### src/logic/hps_pkg.sv
// constants, types and port indices shared by the host port select logic
// assumes one core clock at CLK_FREQ_HZ; all host pins arrive asynchronously
// Summary of operation
// RULE_01: four shared pins: UART plus I2C, or SPI
// RULE_02: TX/MISO, RX/MOSI, SCL/SCK, SDA/CS_N pin sharing
// RULE_03: board ties select low for SPI, open for UART
// RULE_04: SPI selected keeps UART and I2C inactive
// RULE_05: one pending-transmit indicator per port, never shared
// RULE_06: indicator polarity and byte threshold are configurable
// RULE_07: indicator function disabled after reset
// RULE_08: UART rate configurable, 9600 baud default
// RULE_09: UART asynchronous only, no flow control lines
// RULE_10: RX level change wakes from power save
// RULE_11: pull-ups enabled on all digital pins
// RULE_12: event input off after reset, else spare I/O
// RULE_13: configured event input wakes and marks time
// RULE_14: on/off switching removes event input pull-up
// RULE_15: amplifier duty-cycled, or off in backup
// RULE_16: indicator drops when count falls below threshold
package hps_pkg;

  localparam int CLK_FREQ_HZ = 100_000_000;
  localparam int UART_BAUD_DEFAULT = 9600;
  localparam int BAUD_DIV_W = 16;
  localparam int UART_BAUD_DIV_DEFAULT = CLK_FREQ_HZ / UART_BAUD_DEFAULT;

  localparam int TX_COUNT_W = 8;

  // host ports, each owning one indicator
  localparam int PORT_UART = 0;
  localparam int PORT_I2C = 1;
  localparam int PORT_SPI = 2;
  localparam int NUM_PORTS = 3;

  // synchroniser lanes: rx/mosi, scl/sck, sda/cs_n, event input, select strap
  localparam int SY_RX = 0;
  localparam int SY_CK = 1;
  localparam int SY_SD = 2;
  localparam int SY_EV = 3;
  localparam int SY_SEL = 4;
  localparam int SY_W = 5;

  typedef enum logic [1:0] {EXT_OFF, EXT_WAKE, EXT_ONOFF} hps_ext_e;
  typedef enum logic [1:0] {PWR_CONTINUOUS, PWR_DUTY, PWR_BACKUP} hps_pwr_e;

endpackage

### src/logic/hps_txr_if.sv
// carries one port's pending-transmit settings and the indicator pin state
// assumes the top drives configuration and reads back the registered pin
`timescale 1ns/10ps
interface hps_txr_if #(parameter int CW = 8);
  logic enable;
  logic polarity;
  logic port_on;
  logic [CW-1:0] threshold;
  logic [CW-1:0] count;
  logic level;
  logic drive_n;
  modport ctl(output enable, output polarity, output port_on, output threshold, output count,
              input level, input drive_n);
  modport ind(input enable, input polarity, input port_on, input threshold, input count,
              output level, output drive_n);
endinterface

### src/logic/hps_txready.sv
// pending-transmit indicator for one host port
// assumes count is the port's buffered outgoing byte count on ref_clk
`timescale 1ns/10ps
module hps_txready
  import hps_pkg::*;
(
  // clock and reset
  input wire logic ref_clk,
  input wire logic rst,
  // settings in, pin state out
  hps_txr_if.ind txr
);

  logic pending;
  logic en_q;

  // only real data counts, so a zero threshold still needs one byte
  assign pending = (txr.count != '0) && (txr.count >= txr.threshold); // RULE_06 RULE_16

  always_ff @(posedge ref_clk) begin
    if (rst) begin
      en_q <= 1'b0; // RULE_07
      txr.level <= 1'b1;
      txr.drive_n <= 1'b1;
    end else begin
      en_q <= txr.enable && txr.port_on;
      // released pin keeps its pull-up while the function is off
      txr.drive_n <= ~en_q; // RULE_05
      txr.level <= pending ? txr.polarity : ~txr.polarity; // RULE_06 RULE_16
    end
  end

endmodule

### src/logic/hps_port_select.sv
// host pin sharing, pin wake, event input and amplifier enable
// assumes serial cores sit behind the core-side ports; pins are asynchronous,
// the SPI/I2C clock pin is oversampled by ref_clk
`timescale 1ns/10ps
module hps_port_select
  import hps_pkg::*;
#(
  parameter int CW = TX_COUNT_W,
  parameter logic [BAUD_DIV_W-1:0] BAUD_DIV_RESET = BAUD_DIV_W'(UART_BAUD_DIV_DEFAULT)
)
(
  // clock and reset
  input wire logic ref_clk,
  input wire logic rst,
  // interface select strap, high for UART plus I2C
  input wire logic iface_sel_i,
  // shared host pins
  output logic pin_txd_o,
  output logic pin_txd_oe_n,
  input wire logic pin_rxd_i,
  input wire logic pin_clk_i,
  input wire logic pin_sda_i,
  output logic pin_sda_o,
  output logic pin_sda_oe_n,
  output logic [3:0] pin_pullup_en,
  // core side: UART
  input wire logic uart_tx,
  output logic uart_rx,
  output logic uart_active,
  input wire logic baud_wr,
  input wire logic [BAUD_DIV_W-1:0] baud_div_in,
  output logic [BAUD_DIV_W-1:0] baud_div,
  // core side: I2C-compatible channel
  input wire logic i2c_sda_pull_low,
  output logic i2c_scl,
  output logic i2c_sda,
  output logic i2c_active,
  // core side: SPI slave
  input wire logic spi_miso,
  output logic spi_mosi,
  output logic spi_sck,
  output logic spi_sck_rise,
  output logic spi_sck_fall,
  output logic spi_cs_n,
  output logic spi_active,
  // pending-transmit indicators, one per port
  input wire logic [NUM_PORTS-1:0] txr_enable,
  input wire logic [NUM_PORTS-1:0] txr_polarity,
  input wire logic [NUM_PORTS*CW-1:0] txr_threshold,
  input wire logic [NUM_PORTS*CW-1:0] tx_count,
  output logic [NUM_PORTS-1:0] txr_pin_o,
  output logic [NUM_PORTS-1:0] txr_pin_oe_n,
  // power state and wake
  input wire logic power_save,
  input wire logic [1:0] power_mode,
  input wire logic rf_on,
  output logic wake_req,
  output logic amplifier_enable,
  // external event input and spare general I/O on the same pin
  input wire logic [1:0] ext_mode,
  input wire logic external_event_input_i,
  output logic external_event_input_o,
  output logic external_event_input_oe_n,
  output logic external_event_input_pullup_en,
  output logic event_mark,
  input wire logic spare_general_io_out,
  input wire logic spare_general_io_drive,
  output logic spare_general_io_in
);

  logic [SY_W-1:0] sync1_q;
  logic [SY_W-1:0] sync2_q;
  logic [SY_W-1:0] sync3_q;
  logic strap_taken_q;
  logic sel_uart_q;
  logic [BAUD_DIV_W-1:0] baud_div_q;

  wire logic mode_uart;
  wire logic mode_spi;
  wire logic ck_rise;
  wire logic ck_fall;
  wire logic rx_change;
  wire logic ev_edge;
  wire logic ev_used;
  wire logic amp_d;
  wire logic spi_sel_now;
  wire logic txd_d;
  wire logic txd_oe_n_d;
  wire logic sda_oe_n_d;
  wire logic ev_oe_n_d;

  // both modes stay quiet until the strap has been caught
  assign mode_uart = strap_taken_q && sel_uart_q; // RULE_01 RULE_03
  assign mode_spi = strap_taken_q && !sel_uart_q; // RULE_01 RULE_03
  assign ck_rise = sync2_q[SY_CK] && !sync3_q[SY_CK];
  assign ck_fall = !sync2_q[SY_CK] && sync3_q[SY_CK];
  assign rx_change = sync2_q[SY_RX] != sync3_q[SY_RX];
  assign ev_used = (ext_mode == EXT_WAKE) || (ext_mode == EXT_ONOFF);
  assign ev_edge = ev_used && (sync2_q[SY_EV] != sync3_q[SY_EV]);
  assign spi_sel_now = mode_spi && !sync2_q[SY_SD];
  assign amp_d = (power_mode == PWR_CONTINUOUS) ? 1'b1 :
                 (power_mode == PWR_DUTY) ? rf_on : 1'b0; // RULE_15
  assign txd_d = mode_uart ? uart_tx : spi_miso; // RULE_02
  assign txd_oe_n_d = !(mode_uart || spi_sel_now); // RULE_02
  // open drain: only the I2C core pulls the data pin, and only ever low
  assign sda_oe_n_d = !(mode_uart && i2c_sda_pull_low); // RULE_02
  assign ev_oe_n_d = !(!ev_used && spare_general_io_drive); // RULE_12

  always_ff @(posedge ref_clk) begin
    sync1_q <= {iface_sel_i, external_event_input_i, pin_sda_i, pin_clk_i, pin_rxd_i};
    sync2_q <= sync1_q;
    sync3_q <= sync2_q;
  end

  // strap is sampled once after reset release; a moving select pin is ignored
  always_ff @(posedge ref_clk) begin
    if (rst) begin
      strap_taken_q <= 1'b0;
      sel_uart_q <= 1'b1;
    end else if (!strap_taken_q) begin
      strap_taken_q <= 1'b1;
      sel_uart_q <= sync2_q[SY_SEL]; // RULE_03
    end
  end

  always_ff @(posedge ref_clk) begin
    if (rst) begin
      baud_div_q <= BAUD_DIV_RESET; // RULE_08
    end else if (baud_wr) begin
      baud_div_q <= baud_div_in; // RULE_08
    end
  end

  // shared pins; every output is registered so pin timing is one cycle late
  always_ff @(posedge ref_clk) begin
    if (rst) begin
      pin_txd_o <= 1'b1;
      pin_txd_oe_n <= 1'b1;
      pin_sda_o <= 1'b0;
      pin_sda_oe_n <= 1'b1;
      pin_pullup_en <= 4'hF;
    end else begin
      pin_txd_o <= txd_d; // RULE_02
      pin_txd_oe_n <= txd_oe_n_d; // RULE_02
      pin_sda_o <= 1'b0;
      pin_sda_oe_n <= sda_oe_n_d; // RULE_02
      pin_pullup_en <= 4'hF; // RULE_11
    end
  end

  // core side; a deselected core sees idle levels
  always_ff @(posedge ref_clk) begin
    if (rst) begin
      uart_rx <= 1'b1;
      uart_active <= 1'b0;
      baud_div <= BAUD_DIV_RESET;
      i2c_scl <= 1'b1;
      i2c_sda <= 1'b1;
      i2c_active <= 1'b0;
      spi_mosi <= 1'b0;
      spi_sck <= 1'b0;
      spi_sck_rise <= 1'b0;
      spi_sck_fall <= 1'b0;
      spi_cs_n <= 1'b1;
      spi_active <= 1'b0;
    end else begin
      // UART carries only data lines: no handshake, no clocked mode
      uart_rx <= mode_uart ? sync2_q[SY_RX] : 1'b1; // RULE_09 RULE_04
      uart_active <= mode_uart; // RULE_04
      baud_div <= baud_div_q;
      i2c_scl <= mode_uart ? sync2_q[SY_CK] : 1'b1; // RULE_02 RULE_04
      i2c_sda <= mode_uart ? sync2_q[SY_SD] : 1'b1; // RULE_02 RULE_04
      i2c_active <= mode_uart; // RULE_04
      spi_mosi <= mode_spi ? sync2_q[SY_RX] : 1'b0; // RULE_02
      spi_sck <= mode_spi ? sync2_q[SY_CK] : 1'b0; // RULE_02
      spi_sck_rise <= spi_sel_now && ck_rise;
      spi_sck_fall <= spi_sel_now && ck_fall;
      spi_cs_n <= mode_spi ? sync2_q[SY_SD] : 1'b1; // RULE_02
      spi_active <= mode_spi; // RULE_01
    end
  end

  // wake, event input, spare I/O and amplifier
  always_ff @(posedge ref_clk) begin
    if (rst) begin
      wake_req <= 1'b0;
      event_mark <= 1'b0;
      external_event_input_o <= 1'b0;
      external_event_input_oe_n <= 1'b1;
      external_event_input_pullup_en <= 1'b1;
      spare_general_io_in <= 1'b1;
      amplifier_enable <= 1'b0;
    end else begin
      wake_req <= power_save && ((mode_uart && rx_change) || ev_edge); // RULE_10 RULE_13
      event_mark <= ev_edge; // RULE_13
      external_event_input_o <= spare_general_io_out;
      external_event_input_oe_n <= ev_oe_n_d; // RULE_12
      // the host must hold the level itself once the pull-up is gone
      external_event_input_pullup_en <= (ext_mode != EXT_ONOFF); // RULE_14 RULE_11
      spare_general_io_in <= ev_used ? 1'b1 : sync2_q[SY_EV]; // RULE_12
      amplifier_enable <= amp_d; // RULE_15
    end
  end

  // one indicator per port, never shared
  genvar gi;
  generate
    for (gi = 0; gi < NUM_PORTS; gi++) begin : g_txr
      hps_txr_if #(.CW(CW)) txr_bus ();
      assign txr_bus.enable = txr_enable[gi]; // RULE_05
      assign txr_bus.polarity = txr_polarity[gi];
      assign txr_bus.port_on = (gi == PORT_SPI) ? mode_spi : mode_uart; // RULE_04
      assign txr_bus.threshold = txr_threshold[gi*CW +: CW];
      assign txr_bus.count = tx_count[gi*CW +: CW];
      assign txr_pin_o[gi] = txr_bus.level;
      assign txr_pin_oe_n[gi] = txr_bus.drive_n;
      hps_txready u_txready (
        .ref_clk(ref_clk),
        .rst(rst),
        .txr(txr_bus.ind)
      );
    end
  endgenerate

endmodule

### config.mk
export PLATFORM = sky130hd
export DESIGN_NAME = hps_port_select
export DESIGN_NICKNAME = d
export VERILOG_FILES = /design/src/logic/hps_pkg.sv /design/src/logic/hps_txr_if.sv /design/src/logic/hps_txready.sv /design/src/logic/hps_port_select.sv
export SDC_FILE = /design/constraint.sdc
export NUM_CORES = 1
export LEC_CHECK = 0
export ABC_AREA = 0
export BUFFER_PORTS_ARGS = -buffer_cell sky130_fd_sc_hd__buf_2
export CAP_MARGIN = 10
export CORE_ASPECT_RATIO = 0.75
export CORE_UTILIZATION = 35
export CTS_BUF_LIST = sky130_fd_sc_hd__clkbuf_4 sky130_fd_sc_hd__clkbuf_8 sky130_fd_sc_hd__clkbuf_16
export DETAILED_ROUTE_END_ITERATION = 10
export PLACE_DENSITY = 0.6
export SYNTH_ARGS = -nofsm -noshare
export SYNTH_HDL_FRONTEND = slang
export SYNTH_SLANG_ARGS = --single-unit
### constraint.sdc
create_clock -name ref_clk -period 1.9 [get_ports ref_clk]
set_input_delay 0.19 -clock ref_clk [delete_from_list [all_inputs] [get_ports ref_clk]]
set_output_delay 0.19 -clock ref_clk [all_outputs]
set_load 0.03 [all_outputs]
* Word-level counts from Yosys, hierarchy flattened *
Cells that the tools add are included.
W data, S select, Z words.

word-level totals
  register bits = 77
  latch bits = 0
  memory bits (writable) = 0
  memory bits (read-only) = 0
  input port bits = 89
  output and inout port bits = 48
  logic and storage cells = 96
  memories kept = 0

operators by class
  add/sub/neg operators = 0
  multiply operators = 0
  div/mod/pow operators = 0
  order comparisons = 3
  eq/ne operators = 6
  shift operators = 0
  mux-type cells = 7
  bitwise logic cells = 8
  reductions and logical operators = 36

operators by type and width
  operator              number
  $ge A8 B8 Y1          3
  $reduce_bool A8 Y1    3
  $logic_and A1 B1 Y1   18
  $logic_not A1 Y1      8
  $not A1 Y1            8
  $mux W1               7
  $reduce_or A2 Y1      3
  $eq A2 B1 Y1 const B  2
  $logic_or A1 B1 Y1    3
  $eq A2 B2 Y1 const B  1
  $logic_not A2 Y1      1
  $ne A1 B1 Y1          2
  $ne A2 B2 Y1 const B  1

* Logic depth before layout (Yosys ltp) *
  depth in word-level cells = 5
  gate-level depth with buffers = 7

* Hierarchy *
A second synthesis with hierarchy kept.

unflattened totals
  cells, all modules = 284
  area total of the unflattened synthesis = 2969.1 sq um

modules (own cells, without submodules)
  module           instances  cells each  area each (sq um)  seq. area each (sq um)
  hps_port_select  1          170         2034.5             1341.3
  hps_txready      3          38          311.5              60.1

* Worst setup path after synthesis *
Ideal clock, no wire load.

  kind = input to register
  start = input tx_count[0]
  end = register g_txr[0].u_txready.txr.level
  setup time = 72 ps
  arrival = 1312 ps
  slack = 517 ps
  stages on the path = 7
  path buffers = 0
  cells stage by stage = inv_1 ha_1 nand2b_4 a2111oi_4 nor4_2 o21ai_2 mux2i_1

on the way
  word-level cells in the longest chain between the ends = 3

ends and longest elaborated chain
  item                                                       line                   RTL
  from (decl)                                                hps_port_select.sv:50  input wire logic [NUM_PORTS*CW-1:0] tx_count,
  $ge A8 B8 Y1 / $reduce_bool A8 Y1 (equally long branches)  hps_txready.sv:18      assign pending = (txr.count != '0) && (txr.count >= txr.threshold);
  $logic_and A1 B1 Y1 (*)                                    hps_txready.sv:18
  $mux W1 (*)                                                hps_txready.sv:29      txr.level <= pending ? txr.polarity : ~txr.polarity;
  to (signal assigned)                                       hps_txready.sv:29
  to (decl)                                                  hps_txr_if.sv:15       output level, output drive_n);

Every way passes the cells marked *; elsewhere a longest branch is shown, timed or not.
A chain may end at the register's enable or synchronous reset.

* Worst setup path after layout *
Ends and elaborated chain as after synthesis.

==> results by stage <==
CTS:
- No sink is reached through more buffers than the 2 on the longest clock path.
- The number of sinks handled by clock tree synthesis is 76.
- The clock latency on the worst-skew pair is 0.33 ns.
- The clock slew seen by the registers of the worst setup and hold paths is 0.05 ns.
- The CTS buffer count is 9.
- The deepest level of the CTS H-tree is 3.
- After clock tree synthesis, the repair step resized 0 gates.
- The total setup buffers inserted after CTS is 0.
- TritonCTS built the clock tree.
- The root buffer cell is clkbuf_16.

Logic synthesis:
- The most used standard cell by instance count after synthesis is dfxtp_1.
- The mean cell area of the mapped netlist is 10.4 um^2.
- Sorting the synthesized cells by how often they occur yields 76 x dfxtp_1, 30 x inv_1, 25 x ha_1.
- The number of enable-type register cells in the synthesized netlist is 0.
- The top-area cell type share of the netlist area is 51.4%.
- The count of mapped cells out of synthesis is 286.
- The netlist uses 33 different library cells.
- The total number of yosys warnings is 0.
- The sequential fraction of the synthesis area is 51.4%.
- The main flop type after synthesis is dfxtp_1.
- The cell area after technology mapping is 0.00296 mm^2.
- The synthesized design spends more area on one cell type than any other, namely dfxtp_1.
- Ranked by total cell area, the synthesized netlist is headed by dfxtp_1 51%, ha_1 11%, mux2i_1 6.4%.
- The synthesized design contains 76 register bits.
- For this run, asynchronously set or reset flops after synthesis account for 0%.

Drt:
- The count of antenna-violating nets left after detailed routing is 0.
- Dividing the detail-routed wire length by the instance count gives 11.2 um.
- The number of design rule violations left after detail routing is 0.
- The routed length on met3 is 492 um.
- In this run, the number of DRC markers left after iteration 0 of detailed routing was 51.
- The routed metal-1 wirelength is 2810 um.
- Across all layers, the routed design uses 2,269 vias.
- The length of the first detailed-routing pass in iterations is 4.
- The highest metal layer with signal wires is met4.
- The post-detailed-route via-to-cell ratio is 4.28.
- The routed design uses 2510 um of met2 wire.
- The routed wire length is 5920 um.

Placement:
- The count of buffers added on input and output ports is 131.
- After legalization and detailed placement, the total HPWL measured 4560 um.
- The placement-stage worst setup slack is 0.356 ns.
- The final weighted congestion in routability-driven placement is 0.755.

Critical path:
- By startpoint and endpoint, the worst setup path is classified as in2reg.
- On the worst path, the slowest cell contributes a delay of 0.34 ns.
- The required time at the endpoint of the critical path is 2.16 ns.
- The cell class contributing the biggest share of worst-path delay is compound AO/OA/AOI/OAI gates.
- The type of destination of the critical path is a flop.
- STA classifies the critical path startpoint as a primary input.
- The critical path buffer and inverter count is 2.
- STA puts the critical path data arrival time at 1.45 ns.
- The largest fanout of any net on the critical path is 2.
- Walking the worst path, the cells encountered are buf_2, inv_1, ha_1, nand2b_4, a2111oi_4, nor4_2, o21ai_2, mux2i_1.
- On the critical path, the stage with the largest delay is an instance of a2111oi_4.

Timing:
- The final critical-path required period is 1.20 ns.
- The final number of hold-violating endpoints is 0.
- The max-slew violation total from the final report is 0.
- The final critical-path share of the clock period is 63.0%.
- Setup repair after global routing left no endpoint under its margin.
- At the pin with the least slew margin, the transition time is 0.509 ns.
- Summed over all failing endpoints, the final setup total negative slack is 0 ns.
- The final-layout worst hold slack is 0.0229 ns.
- The final worst clock skew is 0.00395 ns.
- Setup slack on the critical path of the routed design comes to 0.702 ns.
- The relative max-transition margin is 66.0%.
- Based on the critical path, the design can be clocked at up to 835 MHz.
- The setup-violating endpoint count in the final report is 0.

Finish:
- Counting the fill cells in the layout gives 788.
- In the final layout, flip-flops and latches occupy 0.00152 mm^2.
- In the final layout, the share of cells above drive strength 1 is 38.4%.
- The multi-input gate area in the final layout is 0.00121 mm^2.
- The layout overhead on the synthesized area is 35.4%.
- After the last flow step, the layout net total stands at 534.
- The count of inserted antenna diode cells is 0.

Min path:
- In this run the worst hold path is classified as in2reg.

Pwr:
- The sequential fraction of design power is 44.0%.
- Dividing total power by cell area gives a power density of 962 mW/mm^2.
- The internal portion of total power is 2910 uW.
- The leakage power summed over all cells is 0.00202 uW.
- For this design the total switching power over the nets is 947 uW.
- Across the VDD grid, the largest voltage drop is 606 uV.
- The switching part of the total power is 24.5%.
- Combinational logic is responsible for 12.6% of the overall power.
- In this run, the clock network consumes 43.3% of the power.

Floorplan:
- Once the floorplan was initialized, standard cells occupied 36.8% of the core.
- The area of the core is 0.00806 mm^2.
- The full die area is 0.00884 mm^2.
- The I/O pin count is 137.
- From bottom edge to top edge, the die measures 81.7 um.
- Row generation in the floorplan step produced 28 rows.
- From left edge to right edge, the die measures 108 um.

Global route:
- The pin count of the biggest net entering global routing is 23.
- Global routing finished with a remaining overflow of 0.
- The number of antenna violations at the first check in global routing is 0.
- The wire length of the first global-routing pass is 9450 um.
- The total global routing track utilization is 14.1%.
- The number of global-route vias before repair was 2,112.

Flow run:
- The tool flagged a number of max-cap violations equal to 0.

Outcome:
- The flow ran to the end, and the final reports show no timing, DRC or antenna violations.
placed cells by master (no fill, tap or decap):
cell type and n:
a21oi_1 7, and3_1 2, o21ai_2 2, a31oi_1 1
xnor2_1 1, clkinv_2 2, nor2_1 18, o211ai_1 1
nor4_1 6, nand3_1 4, clkinv_4 1, dfxtp_1 76
ha_1 25, o21ai_0 6, or3_1 3, nor4_2 2
nand2b_1 2, clkinvlp_4 1, a2111oi_4 2, nand2b_4 2
buf_2 131, and2_1 5, xor2_1 1, conb_1 5
nor2b_1 17, a211oi_1 1, mux2i_1 19, nor3_2 1
bufinv_16 1, inv_6 2, nor3b_1 2, nand4_1 1
dlygate4sd3_1 6, inv_1 30, or2_2 5, buf_4 2
o21a_1 2, nand2_1 21, clkbuf_16 9
metrics by stage:
step           total power [uW]  instance area (um^2)  utilization, %  instances
2_1_floorplan              2060                  2970               -        289
4_1_cts                    3930                  4010            49.8        530
5_1_grt                    4040                  4010            49.8        530
6_report                   3860                  4010            49.8        530
3_5_place_dp               2220                  3650            45.3        508
3_3_place_gp               2210                  3650            45.3        508
layout make-up:
type | count | share of cell area (%)
well taps | 105 | 3.28
clock buffers | 9 | 5.62
clock inverters | 7 | 1.84
multi-input cells | 164 | 30.3
flip-flops and latches | 76 | 38.0
repair buffers | 139 | 18.2
inverters | 30 | 2.81
what timing repair did:
action,CTS,global route
endpoints found under the setup margin,0,0
hold endpoints to repair,6,0
hold buffers,6,0
power by group through the flow:
| stage | clock network (uW) | logic [uW] | registers [uW] |
|---|---|---|---|
| floorplan | 0 | 263 | 1790 |
| global placement | 0 | 474 | 1730 |
| detailed placement | 0 | 484 | 1730 |
| CTS | 1730 | 496 | 1700 |
| global route | 1790 | 542 | 1710 |
| finish | 1670 | 488 | 1700 |
cell families after synthesis:
| family | after synthesis | share of synthesized area (%) |
|---|---|---|
| simple gates | 91 | 16.9 |
| compound gates | 22 | 5.87 |
| buf+inv | 49 | 8.03 |
| xor+xnor | 2 | 0.592 |
| fa+ha+maj | 25 | 10.6 |
| mux | 19 | 6.42 |
| other cells | 2 | 0.254 |
| flops | 76 | 51.4 |
path summary, 6_finish.rpt:
check	start	end	slack (ns)	cells past startpoint
hold / removal	power_mode[1]	amplifier_enable	0.02	2
hold reg to reg	sync1_q[3]	sync2_q[3]	0.33	0
setup / recovery	tx_count[0]	g_txr[0].u_txready.txr.level	0.70	8
setup reg to reg	strap_taken_q	spi_sck_rise	0.70	4
sequential cells by signal, indices dropped and copies added (netlist names), 3 cells and up:
| signal | flops |
|---|---|
| sync3_q | 3 |
| baud_div_q | 16 |
| g_txr.u_txready.en_q | 3 |
| sync2_q | 5 |
| sync1_q | 5 |
| baud_div | 16 |
| g_txr.u_txready.txr.level | 3 |
| g_txr.u_txready.txr.drive_n | 3 |
metal layers:
layer	vias to the layer above	track usage (%)
met5	-	0
li1	1183	-
met4	0	6.03
met3	11	6.27
met1	990	16.6
met2	85	22.6
worst reg2reg max path: cells and delay by family, from the launching register on:
| family | cells | cell delay [ns] |
|---|---|---|
| AND/OR/NAND/NOR | 3 | 0.70 |
| flip-flops | 1 | 0.35 |
| buffers and inverters | 1 | 0.07 |
Note: power is estimated with default switching activity, not from simulation.
